<file path="config.mk">
export PLATFORM = sky130hd
export DESIGN_NAME = remote_upgrade_ctrl
export DESIGN_NICKNAME = d
export VERILOG_FILES = /design/src/design/upgrade_pkg.sv /design/src/design/remote_upgrade_ctrl.sv
export SDC_FILE = /design/constraint.sdc
export NUM_CORES = 1
export LEC_CHECK = 0
export BUFFER_PORTS_ARGS = -buffer_cell sky130_fd_sc_hd__buf_2
export CAP_MARGIN = 30
export CORE_MARGIN = 2
export CORE_UTILIZATION = 35
export CTS_CLUSTER_DIAMETER = 150
export DETAILED_ROUTE_END_ITERATION = 10
export GPL_ROUTABILITY_DRIVEN = 0
export SLEW_MARGIN = 15
export SYNTH_ARGS = -nofsm -noshare
export SYNTH_HDL_FRONTEND = slang
export SYNTH_SLANG_ARGS = --single-unit
</file>
<file path="constraint.sdc">
create_clock -name clock -period 17.1 [get_ports clock]
set_clock_uncertainty 0.05 [all_clocks]
set_input_delay 2.565 -clock clock [delete_from_list [all_inputs] [get_ports clock]]
set_output_delay 2.565 -clock clock [all_outputs]
set_load 0.01 [all_outputs]
</file>
<file path="src/design/upgrade_pkg.sv">
// constants shared by the remote upgrade controller
package upgrade_pkg;
   // ------------------------------------------------------------
   // control / staging word layout
   // ------------------------------------------------------------
   localparam int CTRL_W = 39;
   localparam int TMO_LSB = 0;
   localparam int TMO_W = 12;
   localparam int ADDR_LSB = 12;
   localparam int ADDR_W = 22;
   localparam int RSV_LO_BIT = 34;
   localparam int WATCHDOG_ENABLE_BIT_BIT = 35;
   localparam int OSC_SEL_BIT = 36;
   localparam int EARLY_CHK_BIT = 37;
   localparam int RSV_HI_BIT = 38;
   localparam logic RSV_LO_VAL = 1'b0;
   localparam logic RSV_HI_VAL = 1'b1;
   localparam logic [CTRL_W-1:0] CTRL_RESET = 39'h00_0000_0000;
   // ------------------------------------------------------------
   // watchdog and boot address forming
   // ------------------------------------------------------------
   localparam int WD_W = 29;
   localparam logic [16:0] WD_LOW_PATTERN = 17'b1000;
   localparam int BOOT_W = 24;
   localparam logic [1:0] BOOT_LOW_BITS = 2'b0;
   // ------------------------------------------------------------
   // status word layout
   // ------------------------------------------------------------
   localparam int STAT_W = 32;
   localparam int SRC_LSB = 26;
   localparam int SRC_W = 5;
   localparam logic [1:0] MODE_FACTORY = 2'b01;
   localparam logic [1:0] MODE_APP = 2'b10;
   localparam logic [STAT_W-1:0] PREV_INVALID = 32'hdead_0bad;
   // capture selector codes
   localparam logic [1:0] SEL_CURRENT = 2'h0;
   localparam logic [1:0] SEL_PREV1 = 2'h1;
   localparam logic [1:0] SEL_PREV2 = 2'h2;
   localparam logic [1:0] SEL_WORD = 2'h3;
   // ------------------------------------------------------------
   // timing
   // ------------------------------------------------------------
   localparam int CLK_PERIOD_PS = 4000;
   localparam int EARLY_DONE_MIN_NS = 1000;
   localparam int EARLY_DONE_CYC = (EARLY_DONE_MIN_NS * 1000 + CLK_PERIOD_PS - 1)
                                   / CLK_PERIOD_PS;
   // synchroniser resets: the error pin idles high
   localparam int PIN_W = 13;
   localparam logic [PIN_W-1:0] PIN_IDLE = 13'h0400;
   typedef enum logic [2:0] {
      ST_FACTORY = 3'b001,
      ST_APP_CFG = 3'b010,
      ST_APP_USER = 3'b100
   } master_state_t;
endpackage

</file>
<file path="src/design/remote_upgrade_ctrl.sv">
// remote upgrade controller: control, staging, status and user watchdog
`timescale 1ns/10ps
`default_nettype none

// What this block does
// - watchdog reload is timeout field above 17'b1000
// - boot address is field with two zero bits
// - 39-bit control and staging word layout
// - watchdog enable high, reserved bits fixed 0/1
// - early check: bad image or early done reloads factory
// - oscillator option selects internal startup clock
// - factory status: state, zeros, boot address
// - application word: state, enable, 29-bit timeout
// - one-hot sources, highest bit wins ties
// - records keep state and boot address
// - two records, newest first
// - early previous capture returns invalid marker
// - staging written by factory only; control by machine
// - fabric request copies staging, starts application load
// - error clears control; fabric loads staging
// - record written on the same edge the factory load starts
// - watchdog is 29-bit down counter from control
// - watchdog step is 2^17 counts
// - expiry reloads factory; flags watchdog unless a higher source wins the same cycle
// - watchdog counts only in application user mode
module remote_upgrade_ctrl #(
   parameter int DONE_MIN_CYC = upgrade_pkg::EARLY_DONE_CYC
) (
   input wire logic clock,
   input wire logic resetn,
   input wire logic upgrade_shift_clock,
   input wire logic shift_data_in,
   input wire logic shift_mode,
   input wire logic capture_not_update,
   input wire logic [1:0] read_select,
   output logic shift_data_out,
   input wire logic fabric_reconfig_request,
   input wire logic watchdog_reload_request,
   input wire logic external_reset_request,
   input wire logic crc_error_event,
   input wire logic config_error_pin_n,
   input wire logic config_complete_pin,
   input wire logic image_check_failed,
   output logic load_start,
   output logic load_factory,
   output logic [upgrade_pkg::BOOT_W-1:0] load_address,
   output logic startup_osc_select,
   output logic watchdog_timeout_flag,
   output logic [1:0] master_state,
   output logic app_user_mode
);
   import upgrade_pkg::*;

   // ------------------------------------------------------------
   // reset release
   // ------------------------------------------------------------
   logic [1:0] rst_sync_ff;
   wire rst_n = rst_sync_ff[1];

   // asserts at once, releases two edges later
   always_ff @(posedge clock or negedge resetn) begin
      if (!resetn) rst_sync_ff <= 2'b00;
      else rst_sync_ff <= {rst_sync_ff[0], 1'b1};
   end

   // ------------------------------------------------------------
   // pin synchronisers
   // ------------------------------------------------------------
   wire [PIN_W-1:0] pins = {image_check_failed, config_complete_pin, config_error_pin_n,
                            crc_error_event, external_reset_request, watchdog_reload_request,
                            fabric_reconfig_request, read_select, capture_not_update,
                            shift_mode, shift_data_in, upgrade_shift_clock};
   logic [PIN_W-1:0] meta_ff, s2_ff, s3_ff, filt_ff, filt_d_ff;

   // three stages; a level is taken only once stages two and three agree
   genvar gi;
   generate
      for (gi = 0; gi < PIN_W; gi++) begin : g_sync
         always_ff @(posedge clock or negedge rst_n) begin
            if (!rst_n) begin
               meta_ff[gi] <= PIN_IDLE[gi];
               s2_ff[gi] <= PIN_IDLE[gi];
               s3_ff[gi] <= PIN_IDLE[gi];
               filt_ff[gi] <= PIN_IDLE[gi];
               filt_d_ff[gi] <= PIN_IDLE[gi];
            end else begin
               meta_ff[gi] <= pins[gi];
               s2_ff[gi] <= meta_ff[gi];
               s3_ff[gi] <= s2_ff[gi];
               if (s2_ff[gi] == s3_ff[gi]) filt_ff[gi] <= s3_ff[gi];
               filt_d_ff[gi] <= filt_ff[gi];
            end
         end
      end
   endgenerate

   // all link pins share the same delay, so data lines up with the clock edge
   wire sck_rise = filt_ff[0] & ~filt_d_ff[0];
   wire s_din = filt_ff[1];
   wire s_shift = filt_ff[2];
   wire s_capture = filt_ff[3];
   wire [1:0] s_sel = filt_ff[5:4];
   wire fabric_rise = filt_ff[6] & ~filt_d_ff[6];
   wire reload_lvl = filt_ff[7];
   wire ext_rise = filt_ff[8] & ~filt_d_ff[8];
   wire crc_rise = filt_ff[9] & ~filt_d_ff[9];
   wire errpin_fall = ~filt_ff[10] & filt_d_ff[10];
   wire done_rise = filt_ff[11] & ~filt_d_ff[11];
   wire imgbad_rise = filt_ff[12] & ~filt_d_ff[12];

   // ------------------------------------------------------------
   // registers and state
   // ------------------------------------------------------------
   master_state_t state_ff, nxt_state;
   logic [CTRL_W-1:0] control_ff, nxt_control;
   logic [CTRL_W-1:0] staging_ff;
   logic [CTRL_W-1:0] shreg_ff;
   logic [BOOT_W-1:0] boot_addr_ff, nxt_boot_addr;
   logic [STAT_W-1:0] prev1_ff, prev2_ff;
   logic app_seen_ff;
   logic [WD_W-1:0] wd_cnt_ff;
   logic [15:0] done_cnt_ff;
   logic load_start_ff, load_factory_ff, osc_sel_ff, wd_flag_ff;

   // ------------------------------------------------------------
   // field decode
   // ------------------------------------------------------------
   wire in_factory = (state_ff == ST_FACTORY);
   wire in_cfg = (state_ff == ST_APP_CFG);
   wire in_user = (state_ff == ST_APP_USER);
   wire in_app = in_cfg | in_user;
   wire [TMO_W-1:0] ctl_tmo = control_ff[TMO_LSB +: TMO_W];
   wire [ADDR_W-1:0] ctl_addr = control_ff[ADDR_LSB +: ADDR_W];
   wire ctl_watchdog_enable_bit = control_ff[WATCHDOG_ENABLE_BIT_BIT]; // active high
   wire ctl_early = control_ff[EARLY_CHK_BIT];
   wire [WD_W-1:0] wd_reload = {ctl_tmo, WD_LOW_PATTERN};
   wire [ADDR_W-1:0] stg_addr = staging_ff[ADDR_LSB +: ADDR_W];
   wire [BOOT_W-1:0] stg_boot = {stg_addr, BOOT_LOW_BITS};
   wire [1:0] mode_code = in_factory ? MODE_FACTORY : MODE_APP;

   // ------------------------------------------------------------
   // reconfiguration sources
   // ------------------------------------------------------------
   // early check: image refused, or done arrives before the minimum time
   wire done_early = done_rise & (done_cnt_ff < 16'(DONE_MIN_CYC));
   wire cfg_fail = in_cfg & ctl_early & (imgbad_rise | done_early);
   wire wd_expire = in_user & ctl_watchdog_enable_bit & ~reload_lvl & (wd_cnt_ff == '0);
   wire [SRC_W-1:0] src_raw = {ext_rise, crc_rise & in_app, (errpin_fall & in_app) | cfg_fail,
                               wd_expire, fabric_rise & in_app};
   logic [SRC_W-1:0] src_hot;

   // ties resolve to the highest numbered source
   always_comb begin
      src_hot = '0;
      for (int i = SRC_W - 1; i >= 0; i--) begin
         if (src_raw[i] && src_hot == '0) src_hot[i] = 1'b1;
      end
   end

   wire app_exit = in_app & (src_raw != '0);
   wire factory_go = in_factory & fabric_rise & ~ext_rise;
   wire factory_reload = in_factory & ext_rise;
   wire cfg_done_ok = in_cfg & done_rise & ~app_exit;

   // ------------------------------------------------------------
   // master state machine
   // ------------------------------------------------------------
   always_comb begin
      nxt_state = state_ff;
      nxt_control = control_ff;
      nxt_boot_addr = boot_addr_ff;
      unique case (state_ff)
         ST_FACTORY: begin
            if (factory_go) begin
               nxt_control = staging_ff;
               nxt_boot_addr = stg_boot;
               nxt_state = ST_APP_CFG;
            end else if (factory_reload) begin
               nxt_control = CTRL_RESET;
               nxt_boot_addr = '0;
            end
         end
         ST_APP_CFG, ST_APP_USER: begin
            if (app_exit) begin
               nxt_control = CTRL_RESET;
               nxt_boot_addr = '0;
               nxt_state = ST_FACTORY;
            end else if (cfg_done_ok) begin
               nxt_state = ST_APP_USER;
            end
         end
      endcase
   end

   // state, control and boot address
   always_ff @(posedge clock or negedge rst_n) begin
      if (!rst_n) begin
         state_ff <= ST_FACTORY;
         control_ff <= CTRL_RESET;
         boot_addr_ff <= '0;
      end else begin
         state_ff <= nxt_state;
         control_ff <= nxt_control;
         boot_addr_ff <= nxt_boot_addr;
      end
   end

   // load pulse leaving an application starts on the same edge as the record write; other loads write no record
   always_ff @(posedge clock or negedge rst_n) begin
      if (!rst_n) begin
         load_start_ff <= 1'b0;
         load_factory_ff <= 1'b1;
         osc_sel_ff <= 1'b0;
         wd_flag_ff <= 1'b0;
      end else begin
         load_start_ff <= factory_go | factory_reload | app_exit;
         if (factory_go | factory_reload | app_exit) load_factory_ff <= ~factory_go;
         osc_sel_ff <= (nxt_state == ST_APP_CFG) & nxt_control[OSC_SEL_BIT];
         wd_flag_ff <= wd_expire & (src_hot == 5'b00010);
      end
   end

   // ------------------------------------------------------------
   // previous-state records
   // ------------------------------------------------------------
   wire [STAT_W-1:0] prev_new = {1'b0, src_hot, mode_code, boot_addr_ff};

   // newest record shifts the older one down, written while leaving the image
   always_ff @(posedge clock or negedge rst_n) begin
      if (!rst_n) begin
         prev1_ff <= '0;
         prev2_ff <= '0;
         app_seen_ff <= 1'b0;
      end else begin
         if (app_exit) begin
            prev1_ff <= prev_new;
            prev2_ff <= prev1_ff;
         end
         if (factory_go) app_seen_ff <= 1'b1;
      end
   end

   // ------------------------------------------------------------
   // user watchdog
   // ------------------------------------------------------------
   // idle outside user mode so configuration time never counts against it
   always_ff @(posedge clock or negedge rst_n) begin
      if (!rst_n) wd_cnt_ff <= '0;
      else if (!in_user || reload_lvl) wd_cnt_ff <= wd_reload;
      else if (ctl_watchdog_enable_bit && wd_cnt_ff != '0) wd_cnt_ff <= wd_cnt_ff - 1'b1;
   end

   // time since the application load started, saturating
   always_ff @(posedge clock or negedge rst_n) begin
      if (!rst_n) done_cnt_ff <= '0;
      else if (!in_cfg) done_cnt_ff <= '0;
      else if (done_cnt_ff != 16'hffff) done_cnt_ff <= done_cnt_ff + 1'b1;
   end

   // ------------------------------------------------------------
   // capture sources for the shift register
   // ------------------------------------------------------------
   wire [STAT_W-1:0] stat_factory = {mode_code, 6'h00, boot_addr_ff};
   wire [STAT_W-1:0] stat_app1 = {mode_code, ctl_watchdog_enable_bit, wd_reload};
   wire [STAT_W-1:0] stat_app2 = {mode_code, 6'h00, boot_addr_ff};
   wire [STAT_W-1:0] stat_cur = in_factory ? stat_factory : stat_app1;
   wire [STAT_W-1:0] p1_view = app_seen_ff ? prev1_ff : PREV_INVALID;
   wire [STAT_W-1:0] p2_view = app_seen_ff ? prev2_ff : PREV_INVALID;
   // factory reads back staging, an application reads its second word
   wire [CTRL_W-1:0] word_view = in_factory ? staging_ff : CTRL_W'(stat_app2);
   wire [CTRL_W-1:0] cap_val = (s_sel == SEL_CURRENT) ? CTRL_W'(stat_cur) :
                               (s_sel == SEL_PREV1) ? CTRL_W'(p1_view) :
                               (s_sel == SEL_PREV2) ? CTRL_W'(p2_view) : word_view;
   // staging image with reserved bits forced to their fixed values
   logic [CTRL_W-1:0] stg_write;
   always_comb begin
      stg_write = shreg_ff;
      stg_write[RSV_LO_BIT] = RSV_LO_VAL;
      stg_write[RSV_HI_BIT] = RSV_HI_VAL;
   end
   wire do_update = sck_rise & ~s_shift & ~s_capture & in_factory;

   // ------------------------------------------------------------
   // shift register and staging
   // ------------------------------------------------------------
   // lsb leaves first; everything moves only on a sampled link clock edge
   always_ff @(posedge clock or negedge rst_n) begin
      if (!rst_n) shreg_ff <= '0;
      else if (sck_rise && s_shift) shreg_ff <= {s_din, shreg_ff[CTRL_W-1:1]};
      else if (sck_rise && s_capture) shreg_ff <= cap_val;
   end

   // applications cannot write staging; the update is silently dropped
   always_ff @(posedge clock or negedge rst_n) begin
      if (!rst_n) staging_ff <= CTRL_RESET;
      else if (do_update) staging_ff <= stg_write;
   end

   // ------------------------------------------------------------
   // outputs
   // ------------------------------------------------------------
   assign shift_data_out = shreg_ff[0];
   assign load_start = load_start_ff;
   assign load_factory = load_factory_ff;
   assign load_address = boot_addr_ff;
   assign startup_osc_select = osc_sel_ff;
   assign watchdog_timeout_flag = wd_flag_ff;
   assign master_state = mode_code;
   assign app_user_mode = in_user;
endmodule

`default_nettype wire

</file>
* Yosys cells after proc, flatten, opt, wreduce, memory -nomap -nowiden *
Cells that the tools add are included.

storage, ports and cells
  flip-flop bits (word level) = 315
  input port bits = 15
  word-level logic and storage cells = 199

operators by class
  $add $sub $neg = 2
  magnitude comparators = 1
  eq/ne operators = 24
  multiplexer cells = 31
  bitwise logic cells = 46
  reductions and logical operators = 20

operators by type and width
  operator                                                               number
  39-bit 2-to-1 mux                                                      6
  38-bit 2-to-1 mux                                                      3
  38-bit case mux with 2 select lines                                    1
  24-bit 2-to-1 mux                                                      3
  32-bit 2-to-1 mux                                                      2
  29-bit 2-to-1 mux                                                      2
  24-bit case mux with 2 select lines                                    1
  16-bit 2-to-1 mux                                                      2
  30-bit 2-to-1 mux                                                      1
  29-bit zero test                                                       1
  29-bit nonzero test                                                    1
  29-bit by 1-bit subtractor with 29-bit output, second input constant   1
  1-bit AND                                                              27
  16-bit by 1-bit adder with 16-bit output, second input constant        1
  16-bit by 8-bit < comparator with 1-bit output, second input constant  1
  16-bit != test, second input constant                                  1
  1-bit inverter                                                         14
  1-bit equality test                                                    13
  3-bit 2-to-1 mux                                                       3
  1-bit logical AND                                                      7
  3-bit by 2-bit equality test with 1-bit output, second input constant  2
  3-bit case mux with 2 select lines                                     1
  5-bit by 2-bit equality test with 1-bit output, second input constant  1
  1-bit 2-to-1 mux                                                       5
  other kinds (18)                                                       24

* Longest topological paths before layout *
  depth in word-level cells = 17
  gate-level depth with buffers = 9
  gate-level depth less buffers = 7

* Worst setup path after synthesis *
No wires, ideal clock.

  path kind = flip-flop to output port
  start = reg state_ff[0]
  end = out master_state[0]
  arrival = 1.791 ns
  data required time = 14.485 ns
  path slack = 12.694 ns
  cell stages (with the launch flop) = 6
  path buffers = 3
  path through = dfstp_2 -> or3b_2 -> inv_1 -> clkbuf_1 -> buf_1 -> buf_4

on the way
  cells in the longest elaborated chain, start to end = 2

RTL lines
  item                                            line                        text
  start: declaration                              remote_upgrade_ctrl.sv:114  master_state_t state_ff, nxt_state;
  start signal: assignment                        remote_upgrade_ctrl.sv:202  state_ff <= nxt_state;
  3-bit by 1-bit equality test with 1-bit output  remote_upgrade_ctrl.sv:128  wire in_factory = (state_ff == ST_FACTORY);
  via in_factory                                  remote_upgrade_ctrl.sv:128
  2-bit 2-to-1 mux                                remote_upgrade_ctrl.sv:139  wire [1:0] mode_code = in_factory ? MODE_FACTORY : MODE_APP;
  end: declaration                                remote_upgrade_ctrl.sv:49   output logic [1:0] master_state,

The timed path passes the listed nets, and every way through them passes these cells.

* Worst setup path in the final report *
  start = reg state_ff[0]
  end = out master_state[0]

on the way
  cells in the longest elaborated chain, start to end = 2

RTL lines
  item                                            line
  3-bit by 1-bit equality test with 1-bit output  remote_upgrade_ctrl.sv:128
  2-bit 2-to-1 mux                                remote_upgrade_ctrl.sv:139

Every way passes these cells.

==> flow_summary.json <==
{
  "avgSynthCellArea_um2": 11.5,
  "vias_per_cell": 5.33,
  "wl_met3_um": 1520,
  "clkLatencyLatePin_ps": 560,
  "wl_per_cell_um": 19.1,
  "area_growth_pct": 12.8,
  "drcViolationCount": 0,
  "ys_async_sr_fraction_pct": 100,
  "initial_core_util_pct": 35.4,
  "tns_ps": 0,
  "hold_violations": 0,
  "seq_area_um2": 7170,
  "highest_layer": "met4",
  "track_usage_pct": 16.3,
  "cts_repair_resize_count": 0,
  "vdd_drop_max_mv": 0.0677,
  "maxCapViolations": 0,
  "port_buffers": 44,
  "yosysTopAreaCell": "dfrtp_1",
  "rows": 69,
  "max_freq_mhz": 207,
  "dr.pass1.iters": 7,
  "final_util_pct": 40.0,
  "met1_length_um": 13900,
  "die_h_um": 193,
  "drive_gt1_share_pct": 19.5,
  "clock_sinks": 286,
  "dpl.hpwl_um": 19400,
  "die_x_um": 193,
  "worstPathMaxFanout": 29,
  "tightest_slew_ps": 948,
  "die_area_um2": 37400,
  "outcome": "completed",
  "synth_top_area_share_pct": 55.7,
  "leakagePower_nw": 6.46,
  "cts.clk_slew.worst_paths_ps": 60,
  "r2r_end": "prev1_ff[7]$_DFFE_PN0P_",
  "required_ps": 14490,
  "synth-edff-count": 0,
  "ys.flop_type": "dfrtp_1",
  "finalMaxSlewViolations": 0,
  "rsz0062_at_grt": "no",
  "h-tree-depth": 1,
  "synth_cell_types": 67,
  "grt_antenna_before_repair": 0,
  "p_per_area_nw_per_um2": 103,
  "timing.final.crit_share_pct": 28.2,
  "root_buffer": "clkbuf_16",
  "reg2reg_slack_ps": 13750,
  "cts_buffers": 29,
  "seq_area_frac_synth_pct": 57.1,
  "synthCells": 1094,
  "grt_pass1_vias": 8519,
  "io_pins": 47,
  "wl_met2_um": 14200,
  "ant_nets": 0,
  "crit_arrival_ps": 2210,
  "crit_path_end_kind": "primary output",
  "vias": 8472,
  "coreArea_um2": 35400,
  "fin_crit_ps": 4830,
  "postCtsSetupBuffers": 0,
  "synth.most_common_cell": "dfrtp_1",
  "fillCellCount": 3428,
  "ys_ff_latch": 286,
  "diodes": 0,
  "grt_max_degree": 78,
  "multiInputGateArea_um2": 4890,
  "grt-ovfl-total": 0,
  "cts_buffer_depth": 3,
  "drt-total-wl_um": 30400,
  "path_class": "flip-flop to primary output",
  "cts_tree": "built",
  "setup_violations": 0,
  "drt_first_iter_violations": 555,
  "r2r_cells": 8,
  "hold_buffers": 0,
  "reg2reg_from": "state_ff[0]$_DFF_PN1_",
  "holdCritPathClass": "flip-flop to asynchronous set/reset pin",
  "netlist_top_cells_area": "dfrtp_1, mux2_4, o21ai_0, mux2_2, a22o_1",
  "synth_commonest_cells": "dfrtp_1, nand2_1, o21ai_0, nor2_1, mux2_4",
  "cp-start-kind": "flip-flop",
  "nNetsFinal": 1125,
  "grt_pass1_wl_um": 49500,
  "syn_area_um2": 12500,
  "maxSlewHeadroom_pct": 36.7,
  "yosysWarnings": 0
}
==> cell families after synthesis <==
logic type | Yosys count | share of synthesized area (%)
xor gates and xnor gates | 35 | 2.44
adders and majority gates | 16 | 1.34
DFF | 286 | 57.1
and+or+nand+nor | 294 | 11.0
buffers and inverters | 100 | 4.16
AOI/OAI and AO/OA | 270 | 14.2
other | 2 | 0.0599
muxes | 91 | 9.59
==> critical path, stage by stage, from the launching register on <==
cell and delay [ps]:
dfstp_2 570, or3b_2 770, inv_1 160, buf_2 150
==> cell usage in the layout (no fill, tap or decap), types with 11 or more instances in the layout <==
master	count
dfrtp_1	278
nand2_1	105
o21ai_0	103
nor2_1	76
mux2_4	49
a22o_1	47
a21oi_1	45
buf_2	44
mux2_2	37
clkbuf_16	29
nand3_1	24
xnor2_1	20
buf_4	17
xor2_1	15
inv_1	14
nor3_1	13
or3_1	13
maj3_1	13
a31oi_1	12
nor4_1	11
==> final cells by class <==
class / instances / area share (%)
timing repair buffer: 67 / 3.57
tap: 461 / 4.08
multi-input combinational: 709 / 34.6
clock buffer: 45 / 5.98
sequential: 286 / 50.7
clock inverter: 8 / 0.717
inverter: 14 / 0.372
==> worst max path at each step <==
| stage | startpoint | to | slack, ps | cells past startpoint |
|---|---|---|---|---|
| 2_1_floorplan | rst_sync_ff[1]$_DFF_PN0_ | app_seen_ff$_DFFE_PN0P_ | 8500 | 0 |
| 3_3_place_gp | state_ff[0]$_DFF_PN1_ | master_state[0] | 12870 | 3 |
| 3_5_place_dp | state_ff[0]$_DFF_PN1_ | master_state[0] | 12850 | 3 |
| 4_1_cts | state_ff[0]$_DFF_PN1_ | master_state[0] | 12240 | 3 |
| 5_1_grt | state_ff[0]$_DFF_PN1_ | master_state[0] | 12200 | 3 |
| 6_report | state_ff[0]$_DFF_PN1_ | master_state[0] | 12270 | 3 |
==> state kept, by name (all words and copies together), names as in the netlist, 2 cells and up <==
register and cells:
meta_ff 13, s3_ff 13, filt_d_ff 7, filt_ff 9, rst_sync_ff 2, load_address 22, state_ff 3, control_ff 15
shreg_ff 39, prev2_ff 29, s2_ff 13, wd_cnt_ff 29, done_cnt_ff 16, prev1_ff 29, staging_ff 38
==> power by group <==
group / switching (mW) / internal (mW)
Combinational: 0.0620 / 0.0318
Clock: 0.265 / 0.369
Sequential: 0.0256 / 0.710
==> layer usage <==
metal | global-route usage [%] | vias up
li1 | - | 3942
met1 | 23.1 | 4273
met2 | 25.9 | 206
met3 | 2.58 | 51
met4 | 4.52 | 0
met5 | 0 | -
==> metrics by stage <==
stage               hold WS (ps)  std cells  setup slack [ps]  cell area (um2)  power, mW
floorplan                    281       1095              8500            12500      0.802
global placement             284       1530             12870            13000      0.835
detailed placement           288       1534             12850            13100      0.840
CTS                          298       1587             12240            14100       1.48
global route                 138       1590             12200            14100       1.53
finish                       119       1590             12270            14100       1.46
Note: power is estimated with default switching activity, not from simulation.
